`config.mk`:
```
export PLATFORM = sky130hd
export DESIGN_NAME = uart_modem_control_line_status
export DESIGN_NICKNAME = d
export VERILOG_FILES = /design/src/verilog/mcls_pkg.sv /design/src/verilog/uart_modem_control_line_status.sv
export SDC_FILE = /design/constraint.sdc
export NUM_CORES = 1
export LEC_CHECK = 0
export BUFFER_PORTS_ARGS = -buffer_cell sky130_fd_sc_hd__clkbuf_2
export CAP_MARGIN = 0
export CORE_ASPECT_RATIO = 1.4
export CORE_UTILIZATION = 35
export CTS_CLUSTER_SIZE = 20
export DETAILED_ROUTE_END_ITERATION = 8
export GPL_ROUTABILITY_DRIVEN = 0
export PLACE_DENSITY = 0.71
export SLEW_MARGIN = 20
export SYNTH_ARGS = -nofsm -noshare
export SYNTH_HDL_FRONTEND = slang
export SYNTH_SLANG_ARGS = --single-unit
```
`constraint.sdc`:
```
create_clock -name CLK -period 1 [get_ports CLK]
set_input_delay 0.2 -clock CLK [delete_from_list [all_inputs] [get_ports CLK]]
set_output_delay 0.2 -clock CLK [all_outputs]
set_load 0.03 [all_outputs]
```
`src/verilog/mcls_pkg.sv`:
```
`default_nettype none
package mcls_pkg;
  localparam logic [7:0] MLC_OFFSET = 8'h04; // modem_line_control
  localparam logic [7:0] SLS_OFFSET = 8'h05; // serial_line_status
  localparam logic [7:0] MSR_OFFSET = 8'h06; // modem input state
  localparam logic [7:0] MLC_RESET = 8'h00;
  localparam logic [7:0] SLS_RESET = 8'h00;
  localparam int MLC_DTR = 0;
  localparam int MLC_RTS = 1;
  localparam int MLC_AUXA = 2;
  localparam int MLC_AUXB = 3;
  localparam int MLC_LOOP = 4;
  localparam int MLC_AFE = 5;
  localparam int MLC_HALF = 7;
  localparam int MSR_DCD = 7;
  localparam int MSR_RI = 6;
  localparam int MSR_DSR = 5;
  localparam int MSR_CTS = 4;

  // status inputs from the receive and transmit datapath
  typedef struct packed {
    logic rx_avail;
    logic overrun;
    logic parity_err;
    logic frame_err;
    logic break_det;
    logic thr_empty;
    logic tsr_empty;
    logic fifo_err;
    logic rx_at_trig;
  } line_stat_t;

  // modem pins seen from the device (active high levels as sampled)
  typedef struct packed {
    logic cts;
    logic dsr;
    logic ri;
    logic dcd;
  } modem_in_t;

  typedef struct packed {
    logic [7:0] mlc;
    logic [7:0] sls;
    logic [7:0] rdata;
    logic dtr;
    logic rts;
    logic aux_a;
    logic aux_b;
    logic tx_allow;
    logic loop_tx;
    logic half_stop;
    logic rts_hold;
  } mcls_state_t;
endpackage
`default_nettype wire

```
`src/verilog/uart_modem_control_line_status.sv`:
```
// Notes on behaviour
// - dtr pin high when bit0 zero
// - rts pin high when bit1 zero
// - loopback routes aux_out_a to ri path
// - loopback routes aux_out_b to dcd path
// - bit4 selects internal loopback mode
// - afe and bit1 enable auto rts/cts
// - afe alone enables only auto cts
// - afe clear disables all auto flow
// - afe clear: transmit echoed to receiver
// - bit7 selects half stop bit
// - status bit0 shows receive data present
// - status bit1 shows overrun
// - status bits2,3 parity and framing errors
// - status bit4 shows break
// - status bit5 holding register empty
// - status bit6 shift register empty
// - status bit7 any fifo error
// - modem status bit7 shows dcd path
`timescale 1ns/10ps
`default_nettype none
module uart_modem_control_line_status
  import mcls_pkg::*;
(
  input wire logic CLK,
  input wire logic RST_N,
  input wire logic CE,
  input wire logic [7:0] ADDR,
  input wire logic [7:0] WDATA,
  input wire logic WR,
  input wire logic RD,
  output logic [7:0] RDATA,
  input wire line_stat_t LINE_STAT,
  input wire modem_in_t MODEM_IN,
  output logic DTR,
  output logic RTS,
  output logic AUX_OUT_A,
  output logic AUX_OUT_B,
  output logic TX_ALLOW,
  output logic LOOP_TX,
  output logic HALF_STOP
);
  mcls_state_t s_r, s_nxt;
  logic auto_cts, auto_rts, ri_path, dcd_path;

  // flow control decode and loopback input paths
  always_comb begin
    auto_cts = s_r.mlc[MLC_AFE];
    auto_rts = s_r.mlc[MLC_AFE] & s_r.mlc[MLC_RTS];
    ri_path = s_r.mlc[MLC_LOOP] ? s_r.mlc[MLC_AUXA] : MODEM_IN.ri;
    dcd_path = s_r.mlc[MLC_LOOP] ? s_r.mlc[MLC_AUXB] : MODEM_IN.dcd;
  end

  // next state
  always_comb begin
    s_nxt = s_r;
    if (WR && ADDR == MLC_OFFSET) begin
      s_nxt.mlc = WDATA & 8'hbf; // bit6 reserved reads zero
    end
    // status byte mirrors datapath state
    s_nxt.sls = {LINE_STAT.fifo_err,
                 LINE_STAT.tsr_empty,
                 LINE_STAT.thr_empty,
                 LINE_STAT.break_det,
                 LINE_STAT.frame_err,
                 LINE_STAT.parity_err,
                 LINE_STAT.overrun,
                 LINE_STAT.rx_avail};
    s_nxt.rdata = 8'h00;
    if (RD) begin
      case (ADDR)
        MLC_OFFSET: s_nxt.rdata = s_r.mlc;
        SLS_OFFSET: s_nxt.rdata = s_r.sls;
        MSR_OFFSET: begin
          s_nxt.rdata[MSR_DCD] = dcd_path;
          s_nxt.rdata[MSR_RI] = ri_path;
          s_nxt.rdata[MSR_DSR] = MODEM_IN.dsr;
          s_nxt.rdata[MSR_CTS] = MODEM_IN.cts;
        end
        default: s_nxt.rdata = 8'h00;
      endcase
    end
    // auto rts hold follows the trigger level flag, no hysteresis
    if (!auto_rts) begin
      s_nxt.rts_hold = 1'b0;
    end else if (LINE_STAT.rx_at_trig) begin
      s_nxt.rts_hold = 1'b1;
    end else begin
      s_nxt.rts_hold = 1'b0;
    end
    s_nxt.dtr = ~s_r.mlc[MLC_DTR];
    s_nxt.rts = auto_rts ? ~s_nxt.rts_hold : ~s_r.mlc[MLC_RTS];
    s_nxt.aux_a = s_r.mlc[MLC_LOOP] ? 1'b1 : ~s_r.mlc[MLC_AUXA];
    s_nxt.aux_b = s_r.mlc[MLC_LOOP] ? 1'b1 : ~s_r.mlc[MLC_AUXB];
    s_nxt.tx_allow = ~auto_cts | MODEM_IN.cts;
    s_nxt.loop_tx = s_r.mlc[MLC_LOOP] | ~s_r.mlc[MLC_AFE];
    s_nxt.half_stop = s_r.mlc[MLC_HALF];
  end

  // state register
  always_ff @(posedge CLK or negedge RST_N) begin
    if (!RST_N) begin
      s_r <= '0;
      s_r.mlc <= MLC_RESET;
      s_r.sls <= SLS_RESET;
      s_r.dtr <= 1'b1;
      s_r.rts <= 1'b1;
      s_r.aux_a <= 1'b1;
      s_r.aux_b <= 1'b1;
      s_r.tx_allow <= 1'b1;
      s_r.loop_tx <= 1'b1;
    end else if (CE) begin
      s_r <= s_nxt;
    end
  end

  assign RDATA = s_r.rdata;
  assign DTR = s_r.dtr;
  assign RTS = s_r.rts;
  assign AUX_OUT_A = s_r.aux_a;
  assign AUX_OUT_B = s_r.aux_b;
  assign TX_ALLOW = s_r.tx_allow;
  assign LOOP_TX = s_r.loop_tx;
  assign HALF_STOP = s_r.half_stop;
endmodule // uart_modem_control_line_status
`default_nettype wire

```
# Word level (Yosys, flattened, before mapping)
# Index checks and enable logic that the tools add are counted.
# word_totals
regBits	30
in_bits	34
out_inout_bits	15
word_cells	34
# op_classes
eq_ne	3
n_mux	10
bitwise	9
reduce_logical	2
# op_table
cell	count
== test 8 x 3 -> 1 bit, second input constant	3
one-hot mux 4 bit (3 select lines)	1
two-way mux 8 bit	1
one-hot mux 4 bit (2 select lines)	1
two-way mux 1 bit	7
NOT 1 bit	6
OR 1 bit	2
AND reduction 2 bit	1
bitwise AND 1 bit	1
logical AND 1 bit	1

# Longest topological paths before layout
# Gate-level depths: netlist of the first run.
# depth
depth_word	4
mapped_depth	4
mapped_depth_nobuf	3

# Least setup slack after synthesis of the first run
# Ideal clock, no wire load.
# synth_timing
kind	input to register
from	in CE
to	reg s_r (netlist bit auto_cts)
setup_ns	0.125
arrival_ns	1.037
setup_slack_ns	-0.162
path_stages	4
n_path_buf	1
path_cell_list	buf_2 -> and4bb_2 -> nand3_4 -> mux2_2
# synth_via
elab_chain_len	1
# synth_rtl
item	line_no	rtl
from (decl)	uart_modem_control_line_status.sv:27	input wire logic CE,
AND reduction 2 bit (no line)	--	
to (signal assigned)	uart_modem_control_line_status.sv:113	s_r <= s_nxt;
to (decl)	uart_modem_control_line_status.sv:43	mcls_state_t s_r, s_nxt;
# No other way between the ends.
# A chain may end at the register's enable or synchronous reset.

# Final worst setup path of the first run
# layout_timing
from	reg s_r (netlist bit AUX_OUT_B)
to	out AUX_OUT_B
# layout_lines
item	line_no	rtl
to (decl)	uart_modem_control_line_status.sv:38	output logic AUX_OUT_B,
# No word-level cell between the ends.

==> results of run 1 <==
layer usage:
metal,up-vias,global-route usage (%)
met4,0,7.07
met2,27,23.7
met3,7,5.50
met1,509,16.8
met5,-,0
li1,535,-
cells by family after synthesis:
group | count (synthesis) | share of synthesized area [%]
flip-flops | 30 | 52.9
multiplexers | 26 | 19.9
buffers and inverters | 23 | 8.38
AND/OR/NAND/NOR | 21 | 10.1
AO/OA/AOI/OAI | 18 | 8.73
Yosys cell counts:
| cell | count | area (um^2) |
|---|---|---|
| dfrtp_1 | 24 | 601 |
| mux2_2 | 20 | 225 |
| inv_1 | 10 | 37.5 |
| buf_4 | 8 | 60.1 |
| dfstp_2 | 6 | 158 |
| mux2i_1 | 6 | 60.1 |
| nor2_1 | 6 | 22.5 |
| o22ai_1 | 6 | 37.5 |
| a31oi_1 | 5 | 31.3 |
| nand2_1 | 4 | 15.0 |
| nand2b_1 | 4 | 25.0 |
| buf_2 | 3 | 15.0 |
| a21oi_1 | 2 | 10.0 |
| buf_1 | 2 | 7.51 |
| nand4_1 | 2 | 12.5 |
| o221a_2 | 2 | 22.5 |
| a21boi_0 | 1 | 7.51 |
| and4bb_2 | 1 | 12.5 |
| nand3_4 | 1 | 17.5 |
| nand3b_1 | 1 | 7.51 |
| nand4b_1 | 1 | 8.76 |
| nor4b_4 | 1 | 23.8 |
| o21a_1 | 1 | 7.51 |
| o22a_1 | 1 | 8.76 |
area by class of cell:
cell class | instances | area share (%)
Sequential cell | 30 | 36.8
Timing Repair Buffer | 67 | 27.9
Multi-Input combinational cell | 65 | 26.9
Clock buffer | 8 | 3.88
Tap cell | 43 | 2.61
Inverter | 10 | 1.82
final timing paths:
kind / start / endpoint / slack (ns) / cells past startpoint
min in group asynchronous: RST_N / s_r[21]$_DFFE_PN0P_ / 0.41 / 3
worst max-delay path: AUX_OUT_B$_DFFE_PN1P_ / AUX_OUT_B / -0.15 / 1
worst max register to register: s_r[28]$_DFFE_PN0P_ / RDATA[7]$_DFFE_PN0P_ / 0.03 / 3
worst min register to register: s_r[25]$_DFFE_PN0P_ / RTS$_DFFE_PN1P_ / 0.44 / 1
max in group asynchronous: RST_N / DTR$_DFFE_PN1P_ / 0.35 / 3
worst min-delay path: LINE_STAT[1] / s_r[23]$_DFFE_PN0P_ / 0.15 / 2
placed cells by master, fill, tap and decap left out:
master / instances
nand4b_1: 1
nor2_1: 6
clkbuf_8: 5
o221a_2: 2
o21a_1: 1
buf_8: 15
a21boi_0: 1
buf_4: 16
nand3b_1: 1
a31oi_1: 5
inv_1: 10
clkbuf_1: 3
dlygate4sd3_1: 1
nor4b_4: 1
mux2_2: 20
and4bb_2: 1
nand4_1: 2
clkbuf_2: 32
dfrtp_2: 1
mux2i_1: 6
dfstp_2: 6
buf_12: 3
nand2_1: 4
dfrtp_1: 23
nand2b_1: 4
nand3_4: 1
a21oi_1: 2
o22a_1: 1
o22ai_1: 6
state kept, by name, indices dropped and copies added (netlist names):
register,flops
AUX_OUT_A,1
DTR,1
LOOP_TX,1
TX_ALLOW,1
auto_cts,1
RDATA,8
s_r,13
AUX_OUT_B,1
s_nxt,1
RTS,1
HALF_STOP,1
repair_timing:
| item | CTS | global route |
|---|---|---|
| setup buffers | 5 | 5 |
| pin swaps | 2 | 2 |
| resized for setup | 30 | 16 |
| endpoints found under the setup margin | 25 | 22 |
| hold endpoints to repair | 24 | 0 |
| hold buffers | 1 | 0 |
power by group:
group	switching [W]	total [W]	internal, W
Combinational	0.000147	0.000344	0.000197
Clock	0.000412	0.000905	0.000493
Sequential	0.0000311	0.00130	0.00127
metrics by stage:
stage,cells,hold WS [ns]
final,223,0.155
after global routing,223,0.141
after CTS,218,0.150
after detailed placement,204,0.170
after global placement,204,0.163
after floorplan,118,-0.0956
==> results by stage, run 1 <==
Layout:
- After routing the design area is 2060 um^2.
- The synthesis-to-layout area growth is 43.8%.
- In the final layout, the multi-input gates occupy 556 um^2.
- The post-layout utilization of the core is 52.6%.
- The number of nets in the final layout is 213.
- In the final layout, flip-flops and latches occupy 759 um^2.
- Cells with a size suffix above 1 make up 57.2% of the layout.
- The antenna diode instance count is 0.
- The number of fillers in the final layout is 376.

Route:
- The routed length on met2 is 1.50 mm.
- The met1 routed wirelength after detailed routing is 1.16 mm.
- The final routed DRC violation total is 0.
- Wire segments on met3 add up to 140 um in the final route.
- The aggregate routed wire length is 2.88 mm.
- The average detailed-routed wire length per instance is 12.9 um.
- After the first detailed-routing iteration, the DRC count stood at 19.
- The detailed router placed 1078 vias in this run.
- In this run the remaining antenna-violating nets after routing total 0.
- The first TritonRoute pass finished after 4 iterations.
- The vias per cell is 4.83.
- Routed signal wires occupy layers up through met4.

Clock network:
- The clock sink count is 30.
- The clock tree from TritonCTS is built.
- The number of buffers between clock root and the deepest sink is 2.
- The number of buffers created by CTS is 5.
- The clock reaches the later pin of the worst-skew pair after 0.28 ns.
- The tree is rooted in a clkbuf_8.
- The H-tree level count is 2.
- The clock-pin slew of the registers on the worst-case setup and hold paths is 0.06 ns.

Pwr:
- Across the VDD grid, the largest voltage drop is 0.000786 V.
- The leakage power summed over all cells is 0.984 nW.
- The power density over cell area is 1240 nW/um^2.
- Summing internal, switching and leakage power gives 0.00255 W.

Global route:
- The total overflow reported by the global router is 0.
- The number of global-route vias before repair came to 1080.
- Entering global routing, the biggest net connects 31 pins.
- The global-route wire length before repair is 4.82 mm.
- The total routing resource utilization after global routing is 14.6%.
- The initial antenna violation count is 0.

Logic synthesis:
- The summed instance area of the synthesized netlist is 1430 um^2.
- Sequential cells were found to cover 52.9% of the synthesized design area.
- The synthesized design contains 30 register bits.
- The count of cell types in the netlist is 24.
- The number of standard cells after synthesis is 118.
- The synthesized area per cell is 12.2 um^2.
- Yosys printed 0 warnings.
- The synthesized net count is 152.

Worst setup path:
- The startpoint type of the worst setup path is a flip-flop.
- The signal on the critical path passes through buf_8.
- In this run the worst path has a maximum fanout of 2.
- The critical path start-end classification is flip-flop to output pin.
- Data on the critical path is required at its endpoint by 0.80 ns.
- For this run, the slowest stage of the critical path takes 0.55 ns.
- The kind of capture point of the worst setup path is an output pin.
- The data arrival time of the critical path is 0.95 ns.
- The largest individual stage delay along the critical path comes from the cell dfstp_2.
- The sum of buffers and inverters on the critical path is 1.
- The largest delay contributor family on the critical path is flip-flops.

STA:
- The final hold violation count came to 0.
- Based on the critical path, the design can be clocked at up to 867 MHz.
- Setup repair after global routing could not meet its margin everywhere.
- In the finished design, the share of the clock period the worst path needs comes to 115%.
- Measured against its own limit, the worst slew margin works out to 85.9%.
- Between clock sinks in the finished design, the worst skew comes to 0.00339 ns.
- The final setup TNS is -1.02 ns.
- The number of endpoints failing setup at the final stage is 15.
- The number of slew-limit violations in the final report is 0.
- Setup slack on the critical path of the routed design comes to -0.153 ns.
- For the finished layout, the period the worst path requires is 1.15 ns.
- The transition time at the pin with the least slew margin is 0.210 ns.

Placement:
- The pre-CTS worst setup slack is -0.365 ns.
- In this run the tool buffered the top-level ports with 47 buffer cells.
- Once placement finished, the instance area stood at 1750 um^2.
- The wire-length estimate of the detail-placed layout is 2.24 mm.

Run status:
- The checks that failed: negative setup slack.
- The run finished, with violations left.

Floorplanning:
- The floorplan step defined a die boundary enclosing 4360 um^2.
- In this run the horizontal extent of the chip is 56.1 um.
- Pin placement for this block handled 49 I/O pins.
- The die is 77.7 um tall.
- The number of rows in the core area is 27.
- The starting density of the core is 36.6%.
- The core region is 3920 um^2.

Min path:
- The tightest min-delay check is of the input pin to flip-flop type.

Flow run:
- The count of max-cap constraint violations is 0.
Note: power is estimated with default switching activity, not from simulation.
==> run 2, diff against run 1 <==
--- a/config.mk
+++ b/config.mk
@@ -8,11 +8,12 @@
 export BUFFER_PORTS_ARGS = -buffer_cell sky130_fd_sc_hd__clkbuf_2
 export CAP_MARGIN = 0
 export CORE_ASPECT_RATIO = 1.4
-export CORE_UTILIZATION = 35
+export CORE_UTILIZATION = 45
 export CTS_CLUSTER_SIZE = 20
 export DETAILED_ROUTE_END_ITERATION = 8
 export GPL_ROUTABILITY_DRIVEN = 0
-export PLACE_DENSITY = 0.71
+export MAX_ROUTING_LAYER = met4
+export PLACE_DENSITY = 0.85
 export SLEW_MARGIN = 20
 export SYNTH_ARGS = -nofsm -noshare
 export SYNTH_HDL_FRONTEND = slang
==> results by stage, run 2 (synthesis results as in run 1) <==
Run status:
- The flow ran to the end, but the final reports show violations.
- The final reports fail on negative setup slack.

Worst setup path:
- The sum of buffers and inverters on the critical path is 1 (unchanged).
- The data required time of the worst path was 0.80 ns (about the same).
- The largest delay contributor family on the critical path is flip-flops.
- The worst setup path is launched from a flip-flop.
- The top fanout value on the critical path was 2 (unchanged).
- The critical path goes through buf_8.
- The kind of capture point of the worst setup path is an output pin.
- The data arrival time of the critical path is 0.94 ns (about the same).
- By startpoint and endpoint, the worst setup path is classified as flip-flop to output pin.
- The cell depth of the worst flop-to-flop path is 3 (unchanged).
- The capturing point of the worst reg2reg path is RDATA[3]$_DFFE_PN0P_.
- The critical-path cell with the highest stage delay is dfstp_2.
- The setup slack of the worst register-to-register path came to 0.04 ns (about the same).
- The beginning of the worst register-to-register path is s_r[27]$_DFFE_PN0P_.
- The largest stage delay on the critical path came to 0.55 ns (about the same).

Route:
- The initial DRC count was 24 (+5).
- The aggregate routed wire length is 3.00 mm (+4.1%).
- The number of detailed-route iterations in the first pass is 4 (unchanged).
- The remaining antenna violation count came to 0 (unchanged).
- The vias per cell is 5.07 (+4.9%).
- The via count is 1090 (+1.1%).
- The final routed DRC violation total is 0 (unchanged).
- The average detailed-routed wire length per instance came to 13.9 um (+8.0%).

Pwr:
- The leakage power summed over all cells is 0.971 nW (-1.3%).
- The switching portion of total power is 22.3% (-0.83 points).
- The combinational share of power came to 12.8% (-0.7 points).
- The internal power is 0.00202 W (+2.9%).
- The switching component of the power is 0.000580 W (-1.8%).
- The relative contribution of the clock network to total power was 37.0% (+1.5 points).
- The peak supply drop is 0.00107 V (+36%).
- The sequential share of power is 50.1% (-0.9 points).
- The power density over cell area came to 1280 nW/um^2 (+3.2%).

Floorplanning:
- The number of rows in the core area came to 23 (-15%).
- The I/O pin count is 49 (unchanged).
- The standard cell core area is 2940 um^2 (-25%).
- The starting density of the core is 48.8% (+12 points).
- The die area is 3420 um^2 (-22%).
- The die boundary height is 68.8 um (-12%).
- The horizontal extent of the die is 49.7 um (-11%).

Layout:
- The number of nets in the final layout is 211 (-0.94%).
- The share of layout cells above drive strength 1 is 57.9% (+0.64 points).
- The number of fillers in the final layout came to 229 (-39%).
- Leaving out fill and tap cells, the most frequent cells in the layout are 31 x clkbuf_2, 23 x dfrtp_1, 20 x mux2_2, 16 x buf_4, 15 x buf_8.
- The final design instance area without fill is 2030 um^2 (-1.3%).
- s_r holds more flip-flops than any other register.
- The flip-flop count of the largest register after layout is 13 (unchanged).
- The synthesis-to-layout area growth is 41.9%.
- The post-layout utilization of the core is 69.3% (+17 points).
- Leaving out fill and tap cells, the most frequent cell in the layout is clkbuf_2.
- The antenna diode instance count is 0 (unchanged).

Placement:
- The placed cell area was 1710 um^2 (-2.3%).
- The count of port buffers added during placement is 47 (unchanged).
- The pre-CTS worst setup slack is -0.341 ns (+0.0237 ns).
- The final HPWL from detailed placement is 2.22 mm (-0.72%).

STA:
- The number of slew-limit violations in the final report is 0 (unchanged).
- The largest clock skew in the final design is 0.00497 ns (+0.00158 ns).
- The setup slack of the critical path after layout is -0.143 ns (+0.00999 ns).
- The final setup TNS is -0.973 ns (+0.0426 ns).
- The transition time at the pin with the least slew margin is 0.350 ns (+0.140 ns).
- The worst slew slack as a fraction of its limit is 76.6% (-9.4 points).
- The peak clock frequency supported by timing is 875 MHz (+0.87%).
- The final period demand of the worst path is 1.14 ns (-0.00999 ns).
- The final critical-path share of the clock period is 114% (-1.0 points).
- The hold slack is 0.154 ns (-0.000669 ns).
- Setup repair after global routing could not meet its margin everywhere.
- The number of endpoints failing setup at the final stage was 22 (+7).
- The final hold violation count is 0 (unchanged).

Global route:
- The number of global-route vias before repair came to 1059 (-1.9%).
- The initial antenna violation count is 0 (unchanged).
- The total overflow reported by the global router is 0 (unchanged).
- The maximum number of pins on one net before global-route repair came to 31 (unchanged).
- The total routing resource utilization after global routing was 19.5% (+4.8 points).
- The global-route wire length before repair is 4.60 mm (-4.7%).

Clock network:
- The H-tree level count is 2 (unchanged).
- The root buffer cell is clkbuf_8.
- The clock-pin slew of the registers on the worst-case setup and hold paths is 0.06 ns (about the same).
- The number of buffers between clock root and the deepest sink is 2 (unchanged).
- The number of buffers created by CTS was 5 (unchanged).
- The clock sink count is 30 (unchanged).
- The source-to-sink clock delay at the later pin of the worst-skew pair is 0.27 ns (about the same).
- TritonCTS built the clock tree.

Min path:
- The type of the worst min-delay path is input pin to flip-flop.
- For hold timing, the worst endpoint is s_r[18]$_DFFE_PN0P_.
- The startpoint identified for the worst hold timing path is LINE_STAT[6].
- The cell count of the worst hold path is 2 (unchanged).

Flow run:
- The count of max-cap constraint violations is 0 (unchanged).
-- run 2: what timing repair did --
item | CTS | global route
hold buffers | 1 | 0
hold endpoints to repair | 24 | 0
setup buffers | 4 | 5
gates resized for setup | 30 | 18
pin swaps | 2 | 8
setup endpoints to repair | 25 | 30
-- run 2: stage by stage --
stage	total power, W	std cells
after floorplan	0.00147	118
after global placement	0.00161	197
after detailed placement	0.00162	197
after CTS	0.00260	210
after global routing	0.00270	215
final	0.00260	215
-- run 2: power by group through the flow --
stage	logic, W	registers (W)	clock network [W]
final	0.000333	0.00130	0.000961
after global routing	0.000364	0.00131	0.00103
after CTS	0.000326	0.00130	0.000977
after detailed placement	0.000305	0.00132	0
after global placement	0.000295	0.00132	0
after floorplan	0.000146	0.00133	0
-- run 2: worst max-delay path by stage --
stage                                 endpoint                   from  cells after the start  slack (ns)
after floorplan           auto_cts$_DFFE_PN0P_                     CE                      4       -0.14
after global placement     s_r[26]$_DFFE_PN0P_                ADDR[3]                      4       -0.30
after detailed placement  auto_cts$_DFFE_PN0P_                ADDR[3]                      4       -0.34
after CTS                            AUX_OUT_B  AUX_OUT_B$_DFFE_PN1P_                      1       -0.17
after global routing                       RTS        RTS$_DFFE_PN1P_                      1       -0.17
final                                AUX_OUT_B  AUX_OUT_B$_DFFE_PN1P_                      1       -0.14
-- run 2: area by class of cell --
| cell class | instances | area (um^2) | share of cell area, % |
|---|---|---|---|
| flip-flops and latches | 30 | 759 | 37.3 |
| multi-input cells | 65 | 559 | 27.5 |
| repair buffers | 65 | 542 | 26.6 |
| clock buffers | 8 | 90.1 | 4.43 |
| well taps | 37 | 46.3 | 2.28 |
| inverters | 10 | 37.5 | 1.85 |
-- run 2: worst register-to-register path, cell delays in order (launching register included) --
cell	delay, ns
dfrtp_1	0.41
mux2_2	0.28
nand2_1	0.08
o22ai_1	0.08
-- run 2: routing by layer --
| layer | routed length (um) | vias up | track usage, % |
|---|---|---|---|
| met5 | 0 | - | - |
| met4 | 75 | 0 | 8.21 |
| met3 | 151 | 9 | 7.24 |
| met2 | 1620 | 33 | 34.5 |
| met1 | 1150 | 519 | 19.2 |
| li1 | - | 529 | - |
==> run 3, diff against run 2 <==
--- a/config.mk
+++ b/config.mk
@@ -7,14 +7,18 @@
 export LEC_CHECK = 0
 export BUFFER_PORTS_ARGS = -buffer_cell sky130_fd_sc_hd__clkbuf_2
 export CAP_MARGIN = 0
+export CELL_PAD_IN_SITES_DETAIL_PLACEMENT = 1
+export CELL_PAD_IN_SITES_GLOBAL_PLACEMENT = 2
 export CORE_ASPECT_RATIO = 1.4
-export CORE_UTILIZATION = 45
+export CORE_UTILIZATION = 31
 export CTS_CLUSTER_SIZE = 20
 export DETAILED_ROUTE_END_ITERATION = 8
 export GPL_ROUTABILITY_DRIVEN = 0
+export GPL_TIMING_DRIVEN = 0
 export MAX_ROUTING_LAYER = met4
-export PLACE_DENSITY = 0.85
+export PLACE_DENSITY = 0.9
 export SLEW_MARGIN = 20
 export SYNTH_ARGS = -nofsm -noshare
 export SYNTH_HDL_FRONTEND = slang
 export SYNTH_SLANG_ARGS = --single-unit
+export TNS_END_PERCENT = 1
==> results by stage, run 3 (synthesis results as in run 1) <==
Run status:
- The flow ran to the end, but the final reports show violations.
- The checks that failed: negative hold slack, negative setup slack.

Global route:
- The total overflow reported by the global router is 0 (unchanged).
- The number of global-route vias before repair is 1265 (+19%).
- The total routing resource utilization after global routing was 16.6% (-2.8 points).
- The global-route wire length before repair is 5.67 mm (+23%).
- The maximum number of pins on one net before global-route repair was 31 (unchanged).
- The initial antenna violation count was 0 (unchanged).

Layout:
- Leaving out fill and tap cells, the most frequent cells in the layout are 31 x clkbuf_2, 22 x dfrtp_1, 19 x mux2_2, 16 x buf_6, 10 x inv_1.
- The area occupied by registers is 761 um^2 (+0.16%).
- More flip-flops sit in one register than any other, and that register is s_r.
- The commonest non-fill, non-tap cell in the layout is clkbuf_2.
- The number of cells in the finished layout apart from fillers is 233 (+8.4%).
- The number of nets in the final layout came to 206 (-2.4%).
- The synthesis-to-layout area growth is 38.7%.
- The final design instance area without fill came to 1990 um^2 (-2.2%).
- The antenna diode instance count is 0 (unchanged).
- The share of layout cells above drive strength 1 is 56.1% (-1.8 points).
- The post-layout utilization of the core is 45.8% (-24 points).
- The flip-flop count of the largest register after layout is 13 (unchanged).
- The area of combinational cells with multiple inputs is 563 um^2 (+0.67%).
- The number of fillers in the final layout is 514 (+120%).

Worst setup path:
- The sum of buffers and inverters on the critical path came to 1 (unchanged).
- The cell depth of the worst flop-to-flop path is 3 (unchanged).
- The top fanout value on the critical path is 2 (unchanged).
- The largest delay contributor family on the critical path is flip-flops.
- STA classifies the critical path startpoint as a flip-flop.
- The critical path depth in cells is 1 (unchanged).
- The critical path start-end classification is flip-flop to output pin.
- The largest stage delay on the critical path is 0.55 ns (about the same).
- The critical-path cell with the highest stage delay is dfstp_2.
- The data arrival time of the critical path was 0.95 ns (about the same).
- The worst setup path is captured at an output pin.
- The critical path goes through buf_8.
- The data required time of the worst path is 0.80 ns (about the same).

Route:
- The via count is 1089 (-0.092%).
- The aggregate routed wire length was 3.39 mm (+13%).
- The average detailed-routed wire length per instance is 14.6 um (+4.5%).
- The vias per cell is 4.67 (-7.8%).
- The remaining antenna violation count was 0 (unchanged).
- The initial DRC count was 25 (+4.2%).
- The number of detailed-route iterations in the first pass is 4 (unchanged).
- The final routed DRC violation total is 0 (unchanged).

Floorplanning:
- The die boundary height is 82.5 um (+20%).
- The number of rows in the core area is 28 (+22%).
- The horizontal extent of the die was 59.5 um (+20%).
- The I/O pin count is 49 (unchanged).
- The standard cell core area is 4340 um^2 (+48%).
- The starting density of the core was 33.0% (-16 points).
- The die area was 4910 um^2 (+43%).

Clock network:
- The clock sink count came to 30 (unchanged).
- The tree is rooted in a clkbuf_8.
- The number of buffers between clock root and the deepest sink came to 2 (unchanged).
- TritonCTS built the clock tree.
- The source-to-sink clock delay at the later pin of the worst-skew pair is 0.28 ns (about the same).
- The clock-pin slew of the registers on the worst-case setup and hold paths came to 0.06 ns (about the same).
- The H-tree level count was 2 (unchanged).
- The number of buffers created by CTS is 5 (unchanged).

Placement:
- The placed instance count is 224 (+14%).
- The placed cell area is 1740 um^2 (+2.1%).
- The count of port buffers added during placement came to 46 (-2.1%).
- The final HPWL from detailed placement is 2.69 mm (+21%).

STA:
- The setup slack of the critical path after layout was -0.154 ns (-0.0109 ns).
- Setup repair after global routing could not meet its margin everywhere.
- The final critical-path share of the clock period is 115% (+1.1 points).
- The transition time at the pin with the least slew margin came to 0.752 ns (+0.402 ns).
- The worst slew slack as a fraction of its limit came to 49.9% (-27 points).
- The final hold violation count is 24 (+24).
- The final period demand of the worst path came to 1.15 ns (+0.0109 ns).
- The hold slack came to -0.0208 ns (-0.175 ns).
- The number of slew-limit violations in the final report is 0 (unchanged).
- The peak clock frequency supported by timing came to 866 MHz (-0.95%).
- The largest clock skew in the final design was 0.00315 ns (-0.00182 ns).
- The number of endpoints failing setup at the final stage was 26 (+18%).

Flow run:
- The count of max-cap constraint violations came to 0 (unchanged).

Min path:
- The path class of the tightest hold or removal check is input pin to asynchronous set/reset pin.

Pwr:
- The leakage power summed over all cells is 0.927 nW (-4.6%).
- The total power after layout is 0.00252 W (-2.8%).
- The peak supply drop was 0.000622 V (-42%).
- The power density over cell area is 1270 nW/um^2 (-0.59%).
[run 3: cell count changes in the layout (fill, tap and decap cells not counted), moves of 2 or more]
cell | previous run | this run
buf_1 | 0 | 2
buf_2 | 0 | 2
buf_4 | 16 | 2
buf_6 | 1 | 16
buf_8 | 15 | 7
[run 3: power breakdown]
group,switching [W],internal [W],leakage [nW]
clock network,0.000418,0.000493,0.0395
registers,0.0000360,0.00127,0.376
logic,0.000145,0.000161,0.511
total,0.000600,0.00192,0.927
[run 3: per-layer routing]
layer	global-route usage, %	wire length [um]	vias to the layer above
li1	-	-	514
met1	16.3	1320	544
met2	29.2	1880	25
met3	4.21	105	6
met4	9.76	89	0
met5	-	0	-
[run 3: what timing repair did]
action	in CTS	in global routing
pin swaps	5	1
setup buffers	1	0
endpoints found under the setup margin	29	30
gates resized for setup	41	9
hold endpoints to repair	9	0
[run 3: final timing paths]
path,from,to,slack (ns)
hold / removal,RST_N,s_r[20]$_DFFE_PN0P_,-0.02
setup / recovery,AUX_OUT_A$_DFFE_PN1P_,AUX_OUT_A,-0.15
hold reg to reg,s_r[24]$_DFFE_PN0P_,DTR$_DFFE_PN1P_,0.45
setup reg to reg,s_r[28]$_DFFE_PN0P_,RDATA[7]$_DFFE_PN0P_,0.02
min in group CLK,LINE_STAT[5],s_r[19]$_DFFE_PN0P_,0.15
max in group asynchronous,RST_N,auto_cts$_DFFE_PN0P_,0.49
[run 3: area by class of cell]
cell class | instances | area share [%]
Tap cell | 60 | 3.77
Inverter | 10 | 1.89
Timing Repair Buffer | 47 | 18.0
Buffer | 13 | 5.79
Sequential cell | 30 | 38.2
Clock buffer | 8 | 4.03
Multi-Input combinational cell | 65 | 28.3
[run 3: metrics by stage]
step	hold slack, ns	TNS (ns)	setup WS, ns
global route	0.0291	-3.60	-0.183
CTS	-0.00198	-2.72	-0.184
global placement	0.270	-4.68	-0.353
detailed placement	0.304	-5.72	-0.387
floorplan	-0.0956	-1.00	-0.143
finish	-0.0208	-2.46	-0.154
